### src/rtl/qa_coalesce_pkg.sv
// Purpose : Shared constants for the queue allocation and interrupt coalescing block.
// Assumes : A 50 MHz controller clock and a plain register port of 32-bit words.
// Notes   : Offsets, field positions, the argument and coalescing reset values and the tick count live here.
package qa_coalesce_pkg;

   // ==========================================================================
   // Feature identifiers.
   localparam logic [7:0]  FID_QUEUE_COUNT = 8'h07;
   localparam logic [7:0]  FID_COALESCE    = 8'h08;

   // ==========================================================================
   // Register byte offsets.
   localparam logic [7:0]  OFS_CMD_ARG     = 8'h00;
   localparam logic [7:0]  OFS_CMD_ISSUE   = 8'h04;
   localparam logic [7:0]  OFS_RESULT      = 8'h08;
   localparam logic [7:0]  OFS_STATUS      = 8'h0C;
   localparam logic [7:0]  OFS_VEC_OFF     = 8'h10;
   localparam logic [7:0]  OFS_ALLOC_CFG   = 8'h14;

   // ==========================================================================
   // Field positions inside the argument and result words.
   localparam int          CQ_FIELD_LSB    = 16;
   localparam int          SQ_FIELD_LSB    = 0;
   localparam int          TIME_FIELD_LSB  = 8;
   localparam int          LIMIT_FIELD_LSB = 0;
   localparam int          ISSUE_SET_BIT   = 8;
   localparam int          ST_DONE_BIT     = 0;
   localparam int          ST_INVALID_BIT  = 1;
   localparam int          ST_LOCKED_BIT   = 2;
   localparam logic [15:0] COUNT_ILLEGAL   = 16'hFFFF;

   // ==========================================================================
   // Values after reset.
   localparam logic [7:0]  AGG_TIME_RESET  = 8'h00;
   localparam logic [7:0]  AGG_LIMIT_RESET = 8'h00;
   localparam logic [31:0] ARG_RESET       = 32'h00000000;

   // ==========================================================================
   // Timing: one aggregation-time unit, and the clock period.
   localparam int          AGG_UNIT_US     = 100;
   localparam int          CLK_PERIOD_NS   = 20;
   localparam int          TICK_CYCLES_DEF = (AGG_UNIT_US * 1000) / CLK_PERIOD_NS;

endpackage

### src/rtl/coalesce_if.sv
// Purpose : Carries one vector's settings and events between top and coalescer.
// Assumes : All signals run on the controller clock.
// Notes   : One instance per interrupt vector.
`timescale 1ns/1ps
interface coalesce_if;
   logic       entry;      // A completion entry was posted to this vector.
   logic       entryErr;   // That entry reports an error.
   logic       doorbell;   // Head doorbell write for this vector.
   logic       bypass;     // Coalescing is off for this vector.
   logic       tick;       // One aggregation-time unit has elapsed.
   logic [7:0] aggTime;    // Delay limit in time units.
   logic [7:0] aggLimit;   // Zero-based entry threshold.
   logic       fire;       // One-cycle interrupt request.

   modport ctrl (output entry, entryErr, doorbell, bypass, tick, aggTime, aggLimit, input fire);
   modport vec  (input entry, entryErr, doorbell, bypass, tick, aggTime, aggLimit, output fire);
endinterface

### src/rtl/queue_coalesce_top.sv
// Purpose : Queue-count negotiation and per-vector interrupt coalescing.
// Assumes : Software drives the plain register port; events come from same-clock logic.
// Notes   : Vector 0 serves the admin completion queue and is never held back.
//
// Overview of operation
// - Allocated counts stay fixed until next reset.
// - Set and get return allocation in result word.
// - Bits 31:16 request completion queues, zero-based.
// - Bits 15:0 request submission queues, zero-based.
// - All-ones request field gives invalid field error.
// - Allocation reported zero-based, at least one each.
// - Allocation may shrink or round up to unit.
// - Interrupt when time or threshold is met.
// - Zero time or threshold disables aggregation.
// - Admin vector interrupts are never coalesced.
// - Error completions interrupt without aggregation delay.
// - Head doorbell restarts vector counter and timer.
// - Coalescing get returns current time and threshold.
// - Interrupt mode change drops coalescing settings.
// - Time field 15:8 in 100 us units.
// - Threshold field 7:0, zero-based, resets zero.
// - Per-vector disable bit bypasses coalescing.
`timescale 1ns/1ps
module queue_coalesce_top #(
   parameter int NUM_VECTORS = 8,                                 // Interrupt vectors.
   parameter int VEC_W       = 3,                                 // Width of a vector index.
   parameter int MAX_CQ      = 64,                                // Completion queues owned.
   parameter int MAX_SQ      = 64,                                // Submission queues owned.
   parameter int ALLOC_UNIT  = 4,                                 // Queue allocation unit.
   parameter int TICK_CYCLES = qa_coalesce_pkg::TICK_CYCLES_DEF   // Cycles per time unit.
) (
   input  wire logic                   ref_clk,      // Controller clock, 50 MHz.
   input  wire logic                   arst_n,       // Asynchronous active-low reset.
   input  wire logic [7:0]             regAddr,      // Register byte address.
   input  wire logic [31:0]            regWrData,    // Register write data.
   input  wire logic                   regWrStb,     // Register write strobe.
   input  wire logic                   regRdStb,     // Register read strobe.
   output logic      [31:0]            regRdData,    // Read data, cycle after strobe.
   input  wire logic                   entryValid,   // Completion entry posted.
   input  wire logic [VEC_W-1:0]       entryVector,  // Vector of that entry.
   input  wire logic                   entryError,   // That entry reports an error.
   input  wire logic                   doorbellWr,   // Completion head doorbell written.
   input  wire logic [VEC_W-1:0]       doorbellVec,  // Vector of that doorbell.
   input  wire logic                   intModeChg,   // Interrupt mode changed, pulse.
   output logic      [NUM_VECTORS-1:0] irqFire,      // Per-vector interrupt pulse.
   output logic                        cplValid,     // Feature command completed, pulse.
   output logic      [31:0]            cplDword0,    // Completion dword 0.
   output logic                        cplInvalid,   // Invalid field in command.
   output logic      [15:0]            cq_count_allocated, // Allocated completion queues.
   output logic      [15:0]            sq_count_allocated  // Allocated submission queues.
);

   // ==========================================================================
   // Reset release: asynchronous assertion, two-flop synchronised release.
   logic rstSync1_q;
   logic rst_n;

   // The release is retimed so no flop sees reset lift near its clock edge.
   always_ff @(posedge ref_clk or negedge arst_n) begin
      if (!arst_n) begin
         rstSync1_q <= 1'b0;
         rst_n      <= 1'b0;
      end else begin
         rstSync1_q <= 1'b1;
         rst_n      <= rstSync1_q;
      end
   end

   // ==========================================================================
   // Register port decode.
   logic        wrArg;
   logic        wrIssue;
   logic        wrVecOff;
   logic [31:0] cmdArg_q;        // Argument word of the next command.
   logic [31:0] result_q;        // Dword 0 of the last completion.
   logic        done_q;          // A command has completed since reset.
   logic        invalid_q;       // The last command failed with invalid field.
   logic [NUM_VECTORS-1:0] vector_coalesce_off;

   always_comb begin
      wrArg    = regWrStb && (regAddr == qa_coalesce_pkg::OFS_CMD_ARG);
      wrIssue  = regWrStb && (regAddr == qa_coalesce_pkg::OFS_CMD_ISSUE);
      wrVecOff = regWrStb && (regAddr == qa_coalesce_pkg::OFS_VEC_OFF);
   end

   // Argument register; a write here does not start anything on its own.
   always_ff @(posedge ref_clk or negedge rst_n) begin
      if (!rst_n) begin
         cmdArg_q <= qa_coalesce_pkg::ARG_RESET;
      end else if (wrArg) begin
         cmdArg_q <= regWrData;
      end
   end

   // ==========================================================================
   // Command decode: an issue write names the feature and set or get.
   logic [7:0]  issueFid;
   logic        issueSet;
   logic [15:0] cqReq;
   logic [15:0] sqReq;
   logic [15:0] cqGrant;
   logic [15:0] sqGrant;
   logic        reqBad;

   always_comb begin
      issueFid = regWrData[7:0];
      issueSet = regWrData[qa_coalesce_pkg::ISSUE_SET_BIT];
      cqReq    = cmdArg_q[qa_coalesce_pkg::CQ_FIELD_LSB +: 16];
      sqReq    = cmdArg_q[qa_coalesce_pkg::SQ_FIELD_LSB +: 16];
   end

   queue_alloc #(
      .MAX_CQ     (MAX_CQ),
      .MAX_SQ     (MAX_SQ),
      .ALLOC_UNIT (ALLOC_UNIT)
   ) u_alloc (
      .cqReq   (cqReq),
      .sqReq   (sqReq),
      .cqAlloc (cqGrant),
      .sqAlloc (sqGrant),
      .reqBad  (reqBad)
   );

   // ==========================================================================
   // Queue allocation: fixed by the first good set, held until reset.
   // The host is expected to negotiate before creating any queue; this block
   // cannot see queue creation, so it simply refuses to change once locked.
   logic        allocLocked_q;
   logic [15:0] cqAlloc_q;
   logic [15:0] sqAlloc_q;
   logic        qcSet;

   assign qcSet = wrIssue && issueSet && (issueFid == qa_coalesce_pkg::FID_QUEUE_COUNT);

   always_ff @(posedge ref_clk or negedge rst_n) begin
      if (!rst_n) begin
         allocLocked_q <= 1'b0;
         cqAlloc_q     <= 16'(MAX_CQ - 1);
         sqAlloc_q     <= 16'(MAX_SQ - 1);
      end else if (qcSet && !reqBad && !allocLocked_q) begin
         allocLocked_q <= 1'b1;
         cqAlloc_q     <= cqGrant;
         sqAlloc_q     <= sqGrant;
      end
   end

   assign cq_count_allocated = cqAlloc_q;
   assign sq_count_allocated = sqAlloc_q;

   // ==========================================================================
   // Coalescing settings: reset to zero; time and threshold also dropped on interrupt mode change.
   logic [7:0] aggTime_q;                 // Delay limit in 100 us units.
   logic [7:0] entry_aggregation_limit;   // Zero-based entry threshold.
   logic       coSet;

   assign coSet = wrIssue && issueSet && (issueFid == qa_coalesce_pkg::FID_COALESCE);

   always_ff @(posedge ref_clk or negedge rst_n) begin
      if (!rst_n) begin
         aggTime_q               <= qa_coalesce_pkg::AGG_TIME_RESET;
         entry_aggregation_limit <= qa_coalesce_pkg::AGG_LIMIT_RESET;
      end else if (coSet) begin
         aggTime_q               <= cmdArg_q[qa_coalesce_pkg::TIME_FIELD_LSB +: 8];
         entry_aggregation_limit <= cmdArg_q[qa_coalesce_pkg::LIMIT_FIELD_LSB +: 8];
      end else if (intModeChg) begin
         aggTime_q               <= qa_coalesce_pkg::AGG_TIME_RESET;
         entry_aggregation_limit <= qa_coalesce_pkg::AGG_LIMIT_RESET;
      end
   end

   // Per-vector disable mask; a one bypasses coalescing for that vector.
   always_ff @(posedge ref_clk or negedge rst_n) begin
      if (!rst_n) begin
         vector_coalesce_off <= '0;
      end else if (wrVecOff) begin
         vector_coalesce_off <= regWrData[NUM_VECTORS-1:0];
      end
   end

   // ==========================================================================
   // Completion of a feature command: result word plus status pulse.
   logic [31:0] cplWord;
   logic        cplBad;

   always_comb begin
      cplWord = 32'h00000000;
      cplBad  = 1'b0;
      if (issueFid == qa_coalesce_pkg::FID_QUEUE_COUNT) begin
         if (issueSet && reqBad) begin
            cplBad = 1'b1;
         end else if (issueSet && !allocLocked_q) begin
            cplWord = {cqGrant, sqGrant};
         end else begin
            cplWord = {cqAlloc_q, sqAlloc_q};
         end
      end else if (issueFid == qa_coalesce_pkg::FID_COALESCE) begin
         if (issueSet) begin
            cplWord = {16'h0000, cmdArg_q[15:0]};
         end else begin
            cplWord = {16'h0000, aggTime_q, entry_aggregation_limit};
         end
      end else begin
         cplBad = 1'b1;
      end
   end

   // The completion is captured so downstream logic sees stable flops.
   always_ff @(posedge ref_clk or negedge rst_n) begin
      if (!rst_n) begin
         cplValid   <= 1'b0;
         cplDword0  <= 32'h00000000;
         cplInvalid <= 1'b0;
      end else begin
         cplValid   <= wrIssue;
         cplDword0  <= (wrIssue && !cplBad) ? cplWord : 32'h00000000;
         cplInvalid <= wrIssue && cplBad;
      end
   end

   // Software-visible copy of the last completion.
   always_ff @(posedge ref_clk or negedge rst_n) begin
      if (!rst_n) begin
         result_q  <= 32'h00000000;
         done_q    <= 1'b0;
         invalid_q <= 1'b0;
      end else if (wrIssue) begin
         result_q  <= cplBad ? 32'h00000000 : cplWord;
         done_q    <= 1'b1;
         invalid_q <= cplBad;
      end
   end

   // ==========================================================================
   // Time base shared by every vector; each vector counts its own delay in these units.
   logic [15:0] tickCnt_q;
   logic        tick;

   assign tick = (tickCnt_q == 16'(TICK_CYCLES - 1));

   always_ff @(posedge ref_clk or negedge rst_n) begin
      if (!rst_n) begin
         tickCnt_q <= 16'h0000;
      end else if (tick) begin
         tickCnt_q <= 16'h0000;
      end else begin
         tickCnt_q <= tickCnt_q + 16'h0001;
      end
   end

   // ==========================================================================
   // One coalescer per vector; vector 0 always bypasses.
   genvar v;
   generate
      for (v = 0; v < NUM_VECTORS; v++) begin : g_vec
         coalesce_if cif ();

         assign cif.entry    = entryValid && (entryVector == VEC_W'(v));
         assign cif.entryErr = entryError;
         assign cif.doorbell = doorbellWr && (doorbellVec == VEC_W'(v));
         assign cif.bypass   = (v == 0) || vector_coalesce_off[v];
         assign cif.tick     = tick;
         assign cif.aggTime  = aggTime_q;
         assign cif.aggLimit = entry_aggregation_limit;
         assign irqFire[v]   = cif.fire;

         coalesce_vector u_vec (
            .ref_clk (ref_clk),
            .rst_n   (rst_n),
            .cif     (cif)
         );
      end
   endgenerate

   // ==========================================================================
   // Read port: data stand one cycle after the strobe, zero when unmapped.
   always_ff @(posedge ref_clk or negedge rst_n) begin
      if (!rst_n) begin
         regRdData <= 32'h00000000;
      end else if (regRdStb) begin
         unique case (regAddr)
            qa_coalesce_pkg::OFS_CMD_ARG:   regRdData <= cmdArg_q;
            qa_coalesce_pkg::OFS_RESULT:    regRdData <= result_q;
            qa_coalesce_pkg::OFS_STATUS: begin
               regRdData <= 32'h00000000;
               regRdData[qa_coalesce_pkg::ST_DONE_BIT]    <= done_q;
               regRdData[qa_coalesce_pkg::ST_INVALID_BIT] <= invalid_q;
               regRdData[qa_coalesce_pkg::ST_LOCKED_BIT]  <= allocLocked_q;
            end
            qa_coalesce_pkg::OFS_VEC_OFF:   regRdData <= 32'(vector_coalesce_off);
            qa_coalesce_pkg::OFS_ALLOC_CFG: regRdData <= {cqAlloc_q, sqAlloc_q};
            default:                        regRdData <= 32'h00000000;
         endcase
      end else begin
         regRdData <= 32'h00000000;
      end
   end

endmodule

### src/rtl/queue_alloc.sv
// Purpose : Turns a requested queue count pair into an allocated pair.
// Assumes : Requests and results are zero-based; ALLOC_UNIT is a power of two.
// Notes   : Purely combinational; the top decides when the result is kept.
`timescale 1ns/1ps
module queue_alloc #(
   parameter int MAX_CQ     = 64,  // Completion queues the controller owns.
   parameter int MAX_SQ     = 64,  // Submission queues the controller owns.
   parameter int ALLOC_UNIT = 4    // Queues are handed out in multiples of this.
) (
   input  wire logic [15:0] cqReq,     // Requested completion queues, zero-based.
   input  wire logic [15:0] sqReq,     // Requested submission queues, zero-based.
   output logic      [15:0] cqAlloc,   // Allocated completion queues, zero-based.
   output logic      [15:0] sqAlloc,   // Allocated submission queues, zero-based.
   output logic             reqBad     // A field holds the illegal all-ones value.
);

   // ==========================================================================
   // Round up to the allocation unit, clamp to what exists, return zero-based.
   function automatic logic [15:0] grant(input logic [15:0] req, input int avail);
      logic [16:0] want;
      logic [16:0] cap;
      want = {1'b0, req} + 17'h00001;
      want = (want + 17'(ALLOC_UNIT - 1)) & ~17'(ALLOC_UNIT - 1);
      cap  = 17'(avail);
      if (want > cap) begin
         want = cap;
      end
      if (want == 17'h00000) begin
         want = 17'h00001;
      end
      grant = 16'(want - 17'h00001);
   endfunction

   // Both fields get the same treatment with their own limit.
   always_comb begin
      cqAlloc = grant(cqReq, MAX_CQ);
      sqAlloc = grant(sqReq, MAX_SQ);
      reqBad  = (cqReq == qa_coalesce_pkg::COUNT_ILLEGAL) ||
                (sqReq == qa_coalesce_pkg::COUNT_ILLEGAL);
   end

endmodule

### src/rtl/coalesce_vector.sv
// Purpose : Per-vector entry counter and delay timer that decide when to interrupt.
// Assumes : Settings are stable while entries are pending, else the new value applies.
// Notes   : The fire output is registered, so it follows its cause by one cycle.
`timescale 1ns/1ps
module coalesce_vector (
   input  wire logic ref_clk,   // Controller clock.
   input  wire logic rst_n,     // Synchronised active-low reset.
   coalesce_if.vec   cif        // Settings in, interrupt request out.
);

   logic [8:0] pendCnt_q;    // Entries gathered since the last interrupt or doorbell.
   logic [8:0] pendCnt_d;
   logic [7:0] timer_q;      // Time units elapsed since the first pending entry.
   logic [7:0] timer_d;
   logic       active_q;     // At least one entry is pending.
   logic       active_d;
   logic       fire_q;
   logic       fireNow;
   logic       noAgg;

   // ==========================================================================
   // Next-state logic: restart on doorbell, count entries, watch both limits.
   always_comb begin
      noAgg     = cif.bypass || (cif.aggTime == 8'h00) || (cif.aggLimit == 8'h00);
      pendCnt_d = cif.doorbell ? 9'h000 : pendCnt_q;
      timer_d   = cif.doorbell ? 8'h00 : timer_q;
      active_d  = cif.doorbell ? 1'b0 : active_q;
      if (active_d && cif.tick && (timer_d != 8'hFF)) begin
         timer_d = timer_d + 8'h01;
      end
      if (cif.entry) begin
         pendCnt_d = pendCnt_d + 9'h001;
         active_d  = 1'b1;
      end
      fireNow = (cif.entry && (noAgg || cif.entryErr)) ||
                (pendCnt_d > {1'b0, cif.aggLimit}) ||
                (active_d && (timer_d >= cif.aggTime));
      if (fireNow) begin
         pendCnt_d = 9'h000;
         timer_d   = 8'h00;
         active_d  = 1'b0;
      end
   end

   // State registers of the vector.
   always_ff @(posedge ref_clk or negedge rst_n) begin
      if (!rst_n) begin
         pendCnt_q <= 9'h000;
         timer_q   <= 8'h00;
         active_q  <= 1'b0;
         fire_q    <= 1'b0;
      end else begin
         pendCnt_q <= pendCnt_d;
         timer_q   <= timer_d;
         active_q  <= active_d;
         fire_q    <= fireNow;
      end
   end

   assign cif.fire = fire_q;

endmodule

### config.mk
export PLATFORM = sky130hd
export DESIGN_NAME = queue_coalesce_top
export DESIGN_NICKNAME = d
export VERILOG_FILES = /design/src/rtl/qa_coalesce_pkg.sv /design/src/rtl/coalesce_if.sv /design/src/rtl/queue_coalesce_top.sv /design/src/rtl/queue_alloc.sv /design/src/rtl/coalesce_vector.sv
export SDC_FILE = /design/constraint.sdc
export NUM_CORES = 1
export LEC_CHECK = 0
export ABC_CLOCK_PERIOD_IN_PS = 10000
export BUFFER_PORTS_ARGS = -buffer_cell sky130_fd_sc_hd__buf_2
export CAP_MARGIN = 5
export CORE_UTILIZATION = 35
export DETAILED_ROUTE_END_ITERATION = 16
export RECOVER_POWER = 25
export SLEW_MARGIN = 30
export SYNTH_ARGS = -nofsm -noshare
export SYNTH_HDL_FRONTEND = slang
export SYNTH_SLANG_ARGS = --single-unit
### constraint.sdc
create_clock -name ref_clk -period 10 [get_ports ref_clk]
set_clock_uncertainty 0.15 [all_clocks]
set_input_delay 0.5 -clock ref_clk [delete_from_list [all_inputs] [get_ports ref_clk]]
set_output_delay 0.5 -clock ref_clk [all_outputs]
set_load 0.05 [all_outputs]
==> Word-level counts from Yosys, hierarchy flattened <==
Cells that the tools add are included.
{ "op_classes": {"n_addsub": 23, "multipliers": 0, "div": 0, "n_lt_le_gt_ge": 18, "eq_ne": 32, "shift": 0, "n_mux": 92, "bitwise_logic": 0, "reduce_logical": 108} }
{ "op_table": {"columns": ["operator", "count"], "rows": [
  ["8-bit two-way mux", 27],
  ["9-bit two-way mux", 24],
  ["32-bit two-way mux", 6],
  ["32-bit one-hot mux with 5 select lines", 1],
  ["16-bit two-way mux", 5],
  ["9-bit by 1-bit adder with 9-bit output (second input constant)", 8],
  ["9-bit by 8-bit > comparator with 1-bit output", 8],
  ["8-bit by 1-bit adder with 8-bit output (second input constant)", 8],
  ["8-bit >= comparator", 8],
  ["8-bit inequality test (second input constant)", 8],
  ["1-bit logical AND", 59],
  ["1-bit logical OR", 38],
  ["16-bit by 1-bit adder with 17-bit output (second input constant)", 2],
  ["17-bit by 2-bit adder with 17-bit output (second input constant)", 2],
  ["17-bit by 7-bit > comparator with 1-bit output (second input constant)", 2],
  ["17-bit zero test", 2],
  ["17-bit two-way mux", 2],
  ["16-bit == test (second input constant)", 2],
  ["16-bit by 1-bit subtractor with 16-bit output (second input constant)", 2],
  ["1-bit two-way mux", 27],
  ["3-bit == test (second input constant)", 8],
  ["8-bit by 4-bit == test with 1-bit output (second input constant)", 3],
  ["8-bit zero test", 3],
  ["16-bit by 1-bit adder with 16-bit output (second input constant)", 1],
  ["other kinds (8)", 17]
]} }
{ "word_totals": {"regBits": 359, "latchBits": 0, "mem_bits_rw": 0, "mem_bits_ro": 0, "in_bits": 54, "out_inout_bits": 106, "wordCells": 322, "n_memories": 0} }

==> Longest topological paths before layout <==
Gate-level depths: netlist (run 1).
{ "logic_depth": {"depth_word": 11, "ltp_mapped": 19, "mapped_depth_nobuf": 16} }

==> Modules after synthesis <==
Synthesis (run 1) repeated with hierarchy kept, for this count alone.
{ "unflattened": {"cells_unflattened": 2381, "hier_area_um2": 23573.9} }
{ "modules_own_cells": {"columns": ["module", "n_inst", "cells_each", "area_each_um2", "seq_area_each_um2"], "rows": [
  ["queue_coalesce_top", 1, 781, 9228.9, 5195.0],
  ["coalesce_vector (g_vec[0].u_vec ...)", 4, 183, 1724.2, 475.5],
  ["coalesce_vector (g_vec[2].u_vec ...)", 4, 176, 1581.5, 475.5],
  ["queue_alloc", 1, 164, 1122.3, 0.0]
]} }

==> Worst setup path before layout (run 1) <==
No wires, ideal clock.
{ "synth_path": {"path_type": "in2reg", "start": "in doorbellVec[2]", "end": "reg g_vec[0].u_vec.pendCnt_q[1]", "setup_ns": 0.148, "t_arrival_ns": 4.199, "required_ns": 9.702, "setup_slack_ns": 5.503, "path_stages": 17, "path_buffers": 3, "cell_sequence": "buf_6 > or4b_1 > buf_2 > and2_1 > ha_1 > inv_1 > nor4_2 > a311oi_4 > mux2_2 > ha_1 > a21o_1 > a21o_1 > a211o_1 > o211ai_1 > a211oi_1 > clkbuf_1 > nor3b_1"} }
{ "synth_between": {"elab_chain_cells": 10, "elab_cells_between_ends": 19, "cone_classes": "add/sub (2); order compare (2); eq/ne (1); mux (7); reduce/logical (7)"} }
{ "synth_lines": {"columns": ["element", "line", "text"], "rows": [
  ["start, declared", "queue_coalesce_top.sv:43", "input wire logic [VEC_W-1:0] doorbellVec,"],
  ["3-bit zero test *", "queue_coalesce_top.sv:259", "assign cif.doorbell = doorbellWr && (doorbellVec == VEC_W'(v));"],
  ["1-bit logical AND *", "queue_coalesce_top.sv:259", null],
  ["branches (longest 7 deep; another with 9-bit by 1-bit adder with 9-bit output)", null, null],
  ["9-bit two-way mux *", "coalesce_vector.sv:38", "if (fireNow) begin"],
  ["named net g_vec[0].u_vec.pendCnt_d[1]", "coalesce_vector.sv:12", "logic [8:0] pendCnt_d;"],
  ["end signal, assigned", "coalesce_vector.sv:53", "pendCnt_q <= pendCnt_d;"],
  ["end, declared", "coalesce_vector.sv:11", "logic [8:0] pendCnt_q;"]
]} }
Mark *: on every way through the listed nets, which the timed path passes.
A chain may end at the register's enable or synchronous reset.

==> impl_results.md, run 1 <==
- Post-synthesis sequential area ratio: 43.3%
- Clk buf depth: 3
- Max cap viols: 3
- Leading cell type in the layout, fill and taps excluded: dfrtp_1
- GRT Total Usage: 19.7%
- Post-route DRC violation count: 0
- Pwr/cell area: around 140 mW/mm²
- Post-synthesis async set-or-reset flop share: 100%
- Fmax: 0.169 GHz
- Worst Path Arrival: around 6.4 ns
- Core Area: 0.0578 mm²
- Post-synth EDFFs: 0
- CTS tree: built
- RSZ-0062 raised after global routing: no
- Fill count: 5,686
- Mapped Cells: approximately 2,100
- Maximum VDD drop: about 0.13 mV
- Post-DP HPWL: about 40,000 µm
- Post-CTS Resized: 0
- Mapped Area: 0.0205 mm²
- WL final: 58,700 µm
- Synth Register Bits: ~360
- Iter 0 DRT Violations: 1,099
- Setup TNS: 0 ns
- DR WL/cell: 19.6 µm
- Number of unique standard cell types used by synthesis: 96
- Failing checks: max-capacitance violations, max-slew violations
- DIE WIDTH: 244 µm
- Slew Limit Headroom: -86.0%
- Most frequent cells in the layout: 345 x dfrtp_1, 194 x nor2_1, 180 x nand2_1, 149 x ha_1, 87 x xor2_1
- Setup violators final: 0
- Clock sink count: roughly 360
- Area growth syn-to-layout: 15.0%
- Clock Pin Slew Worst Setup and Hold Paths: approximately 0.060 ns
- Main synth FF type: dfrtp_1
- LEAKAGE: 0.0105 µW
- Layout cell share with drive strength beyond 1: 14.2%
- Largest net degree at the start of global routing: roughly 160
- Vias in the first global route: about 16,000
- Outcome: finished with violations
- Vias per cell: roughly 5.5
- Worst-Margin Slew: 2.79 ns
- Area contributors post-synth: dfrtp_1 42%, ha_1 9.1%, xor2_1 3.7%
- Starting density of the core: 35.5%
- Gr ovfl total: 0
- Hold Worst Slack: 0.0200 ns
- Num rows: 88
- Fin. max-slew vios: 140
- Routed vias: 16,637
- Cell Count Post-Placement: between 2,000 and 3,000
- H-tree levels: 2
- Initial antenna violation count: 7
- Yosys warns: 0
- Port Buffer Count: 159
- Num ports: 160
- Hold Fails Final Rpt: 0
- WS Path Type: flop to async pin
- Worst-Skew Late Latency: between 0.5 and 0.6 ns
- Fin nets: ~2,400
- Area leader, netlist: dfrtp_1
- CTS root buf: clkbuf_16
- Share of the synthesized area in the top cell type: 42.0%
- Multi-input gate area: 0.0111 mm²
- Post-synthesis average cell area: 9.94 µm²
- Min-delay worst type: primary input to flop
- Period minus WS final: 5.91 ns
- CP Max Fanout: 118
- Non-Filler Instances: roughly 3,000
- WP data required: 10.49 ns
- First-pass GRT wire length: 93,400 µm
- Drt first pass iters: 6
- Critical Path Sink Type: async pin
- Startpoint Class: flop
- GPL Wtd Cong: 0.860
- Full die area: around 0.06 mm²
- Final period utilization: 59.1%
- Clock buffer count from CTS: 42
- Register area: 0.00890 mm²
- Routed Antenna Nets: 0
- Die span in y: 244 µm
## registers in the layout, indices dropped and copies added, names as in the netlist, 15 cells and up
| name | cells |
|---|---|
| g_vec.u_vec.timer_q | 64 |
| regRdData | 32 |
| sq_count_allocated | 15 |
| result_q | 31 |
| tickCnt_q | 16 |
| cplDword0 | 31 |
| cmdArg_q | 32 |
| g_vec.u_vec.pendCnt_q | 72 |
| cq_count_allocated | 15 |
## cell usage after synthesis (45+ instances only)
cell	instances
dfrtp_1	345
ha_1	149
nor4_1	73
nand2_1	180
a21oi_1	66
nor3b_1	52
nor2_1	196
clkbuf_1	66
xor2_1	87
mux2_2	59
inv_1	45
nand4_1	72
## report_power, final
group / total [µW] / switching (µW) / internal [µW] / leakage [µW]
registers: 1480 / 25.4 / 1450 / 0.00486
logic: 203 / 141 / 62.6 / 0.00490
clock network: 1560 / 640 / 916 / 0.000690
## path summary, 6_finish.rpt
kind                                        startpoint                           endpoint  depth (start not counted)  slack [ns]
worst max-delay path                   rst_n$_DFF_PN0_            cplDword0[23]$_DFF_PN0_                          4        4.09
worst min-delay path                     regWrData[19]           cmdArg_q[19]$_DFFE_PN0P_                          2        0.02
worst max register to register         rst_n$_DFF_PN0_            cplDword0[23]$_DFF_PN0_                          4        4.09
worst min register to register    rstSync1_q$_DFF_PN0_                    rst_n$_DFF_PN0_                          0        0.20
max in group ref_clk            tickCnt_q[0]$_DFF_PN0_  g_vec[2].u_vec.cif.fire$_DFF_PN0_                         14        5.18
min in group asynchronous                       arst_n                    rst_n$_DFF_PN0_                          2        0.09
## cells by family (layout without fill, tap and decap cells)
logic type	Yosys count	after routing	synth area share, %
AO/OA/AOI/OAI	349	349	12.6
XOR/XNOR	131	131	5.58
adder cells (fa/ha/maj)	149	149	9.07
buffers and inverters	163	322	3.47
flip-flops	355	355	43.3
multiplexers	70	70	3.78
other	2	11	0.0365
AND/OR/NAND/NOR	849	849	22.2
## per-layer routing
metal	GRT usage, %	part of all wire (%)	vias up
met5	0	0.094	-
met4	6.97	3.0	8
met3	3.34	6.5	112
met2	30.8	45	523
met1	27.3	45	8196
li1	-	-	7798
## timing repair
item,CTS,global route
hold endpoints to repair,17,0
hold buffers,16,0
setup buffers,0,0
## layout make-up
type,instances,area share (%)
multi-input cells,1557,47.0
flip-flops and latches,355,37.7
clock buffers,57,5.20
repair buffers,203,4.59
well taps,765,4.05
inverters,46,0.731
clock inverters,16,0.699
diodes,2,0.0212
## through the flow
| step | utilization, % | total power (µW) | setup slack (ns) | cell area [µm²] |
|---|---|---|---|---|
| final | 40.9 | 3240 | 4.09 | 23600 |
| after global placement | 38.2 | 1700 | 4.85 | 22100 |
| after detailed placement | 38.3 | 1700 | 4.95 | 22200 |
| after global routing | 40.9 | 3360 | 3.01 | 23600 |
| after floorplan | - | 1640 | 4.06 | 20600 |
| after CTS | 41.0 | 3280 | 5.16 | 23700 |
## worst max-delay path, cell delays in order (launching register included)
cell and delay [ns]:
dfrtp_1 1.05, clkbuf_1 1.82, clkbuf_1 1.69, buf_16 0.48, buf_6 0.63
Note: power is estimated with default switching activity, not from simulation.
==> run 2: changes to the inputs <==
--- a/config.mk
+++ b/config.mk
@@ -5,7 +5,7 @@
 export SDC_FILE = /design/constraint.sdc
 export NUM_CORES = 1
 export LEC_CHECK = 0
-export ABC_CLOCK_PERIOD_IN_PS = 10000
+export ABC_CLOCK_PERIOD_IN_PS = 5600
 export BUFFER_PORTS_ARGS = -buffer_cell sky130_fd_sc_hd__buf_2
 export CAP_MARGIN = 5
 export CORE_UTILIZATION = 35
==> constraint.sdc (replaced) <==
create_clock -name ref_clk -period 5.6 [get_ports ref_clk]
set_clock_uncertainty 0.15 [all_clocks]
set_input_delay 0.28 -clock ref_clk [delete_from_list [all_inputs] [get_ports ref_clk]]
set_output_delay 0.28 -clock ref_clk [all_outputs]
set_load 0.05 [all_outputs]
==> impl_results.md, run 2 (same netlist as run 1, synthesis figures left out) <==
- LEAKAGE: 0.0109 µW (+4.1%)
- Die span in y: 244 µm (unchanged)
- Full die area: 0.0597 mm² (unchanged)
- Failing checks: max-capacitance violations, max-slew violations
- Clock Pin Slew Worst Setup and Hold Paths: 0.06 ns (about the same)
- WP buf/inv: 1 (-3)
- Setup violators final: 0 (unchanged)
- Post-CTS Resized: 0 (unchanged)
- Crit Reg-Reg Endpoint: g_vec[5].u_vec.cif.fire$_DFF_PN0_
- RSZ-0062 raised after global routing: no
- Worst-Margin Slew: 2.97 ns (+0.182 ns)
- Hold Crit Start: intModeChg
- Most frequent cells in the layout: 345 x dfrtp_1, 194 x nor2_1, 180 x nand2_1, 159 x buf_2, 149 x ha_1
- Fill count: 5,597 (-1.6%)
- Leading cell type in the layout, fill and taps excluded: dfrtp_1
- Iter 0 DRT Violations: 1,240 (+13%)
- Num rows: 88 (unchanged)
- Slowest stage cell, crit path: or2_2
- WHS Path Cells: 2 (unchanged)
- Worst path max stage delay: 0.42 ns (-1.40 ns)
- Largest registers: g_vec.u_vec.pendCnt_q: 72 flops, g_vec.u_vec.timer_q: 64 flops
- Period minus WS final: 4.39 ns (-1.52 ns)
- R2r setup slk: 1.21 ns (-2.88 ns)
- Pwr/cell area: 244 mW/mm² (+78%)
- Fin. max-slew vios: 257 (+84%)
- Min-delay worst type: primary input to flop
- Setup TNS: 0 ns (unchanged)
- WHS Endpoint: entry_aggregation_limit[4]$_DFFE_PN0P_
- CP Max Fanout: 18 (-85%)
- CTS tree: built
- Startpoint Class: flop
- First-pass GRT wire length: 93,700 µm (+0.34%)
- Pre-CTS setup slack: 0.760 ns (-4.19 ns)
- Initial antenna violation count: 6 (-1)
- R2R cell count: 15 (+11)
- Clock buffer count from CTS: 42 (unchanged)
- Maximum VDD drop: 0.289 mV (+130%)
- Critical Path Sink Type: flop
- Fmax: 0.228 GHz (+35%)
- Largest register by flop count: g_vec.u_vec.pendCnt_q
- Drt first pass iters: 5 (-1)
- Starting density of the core: 35.5% (unchanged)
- Num ports: 160 (unchanged)
- Core Area: 0.0578 mm² (unchanged)
- Hold Fails Final Rpt: 0 (unchanged)
- Post-CTS repair timing setup buffer count: 0 (unchanged)
- Port Buffer Count: 159 (unchanged)
- Worst Path Arrival: 4.68 ns (-1.72 ns)
- Crit path cell chain: ha_1, nor4b_1, and4_1, buf_4, nand3_1, a31oi_2, mux2i_1, ha_1, nand2b_1, a21o_1, a21o_1, a21oi_1, o21a_1, o221ai_2, or2_2
- Largest register FFs: 72 (unchanged)
- Reg2reg start: tickCnt_q[0]$_DFF_PN0_
- Routed vias: 16,745 (+0.65%)
- CP Depth: 15 (+11)
- Slew Limit Headroom: -98.1% (-12 points)
- WL final: 58,700 µm (about the same)
- Start point of the critical path: tickCnt_q[0]$_DFF_PN0_
- Vias in the first global route: 16,721 (+1.5%)
- Setup ws final: 1.21 ns (-2.88 ns)
- Post-route DRC violation count: 0 (unchanged)
- Outcome: finished with violations
- Routed Antenna Nets: 0 (unchanged)
- Gr ovfl total: 0 (unchanged)
- Clock sink count: 355 (unchanged)
- # hold bufs at CTS: 35 (+19)
- Fin nets: 2,431 (+0.96%)
- Layout cell share with drive strength beyond 1: 17.6% (+3.4 points)
- WP data required: 5.89 ns (-4.60 ns)
- Final period utilization: 78.4% (+19 points)
- Max cap viols: 3 (unchanged)
- CTS root buf: clkbuf_16
- Area growth syn-to-layout: 16.4%
- GRT Total Usage: 19.7% (about the same)
- GPL Wtd Cong: 0.901 (+4.8%)
- Post-DP HPWL: 40,400 µm (+0.85%)
- DR WL/cell: 19.4 µm (-0.62%)
- Delay-heaviest family, CP: compound AO/OA/AOI/OAI gates
- H-tree levels: 2 (unchanged)
- Worst-Skew Late Latency: 0.57 ns (about the same)
- DIE WIDTH: 244 µm (unchanged)
- Clk buf depth: 3 (unchanged)
- Vias per cell: 5.54 (about the same)
- WS Path Type: flop to flop
- Largest net degree at the start of global routing: 121 (-23%)
-- run 2: changes by cell type in the layout (fill, tap and decap cells not counted), moves of 2 or more --
cell           previous run  this run
clkbuf_8                 10         8
clkbuf_2                  0         2
bufinv_16                 2         5
buf_4                    23        29
dlygate4sd3_1            16        35
buf_2                    83       159
inv_6                     3         1
clkbuf_1                 83         7
-- run 2: stage by stage --
step	total power, µW	area, µm²	instances	hold WS [ns]	util [%]
after floorplan	2930	20600	2075	-0.166	-
after global placement	3030	22100	2913	-0.0782	38.3
after detailed placement	3040	22200	2913	-0.0741	38.4
after CTS	5920	23900	3020	0.00480	41.4
after global routing	6070	23900	3021	0.0367	41.4
final	5850	23900	3022	0.0389	41.4
-- run 2: worst reg2reg max path: cells and delay by family (launching register included) --
family          cells  cell delay (ns)
compound gates      6             1.38
fa+ha+maj           2             0.49
buf+inv             1             0.29
flops               1             0.38
mux                 1             0.30
simple gates        5             1.26
-- run 2: worst max-delay path by stage --
stage | slack [ns] | to
after floorplan | 1.32 | g_vec[0].u_vec.pendCnt_q[1]$_DFF_PN0_
after global placement | 0.88 | g_vec[0].u_vec.cif.fire$_DFF_PN0_
after detailed placement | 0.76 | g_vec[0].u_vec.pendCnt_q[2]$_DFF_PN0_
after CTS | 1.18 | g_vec[0].u_vec.cif.fire$_DFF_PN0_
after global routing | 0.81 | g_vec[5].u_vec.pendCnt_q[3]$_DFF_PN0_
final | 1.21 | g_vec[5].u_vec.cif.fire$_DFF_PN0_
-- run 2: report_power, final --
part / internal (µW) / total, µW / switching (µW)
Sequential: 2590 / 2640 / 44.8
Clock: 1710 / 2830 / 1120
Combinational: 121 / 375 / 254
Total: 4430 / 5850 / 1420
-- run 2: per-layer routing --
layer,track usage [%],routed length (µm),vias up
li1,-,-,7833
met1,26.7,26300,8308
met2,31.6,27100,509
met3,3.75,3720,87
met4,5.94,1490,8
met5,0,51,-
-- run 2: area by class of cell --
type	instances	area (µm²)	share of cell area [%]
Inverter	46	173	0.722
Clock buffer	56	1180	4.95
Tap cell	765	957	4.00
Timing Repair Buffer	226	1380	5.76
Multi-Input combinational cell	1557	11100	46.4
Clock inverter	16	230	0.962
Antenna cell	1	2.50	0.0105
Sequential cell	355	8900	37.2
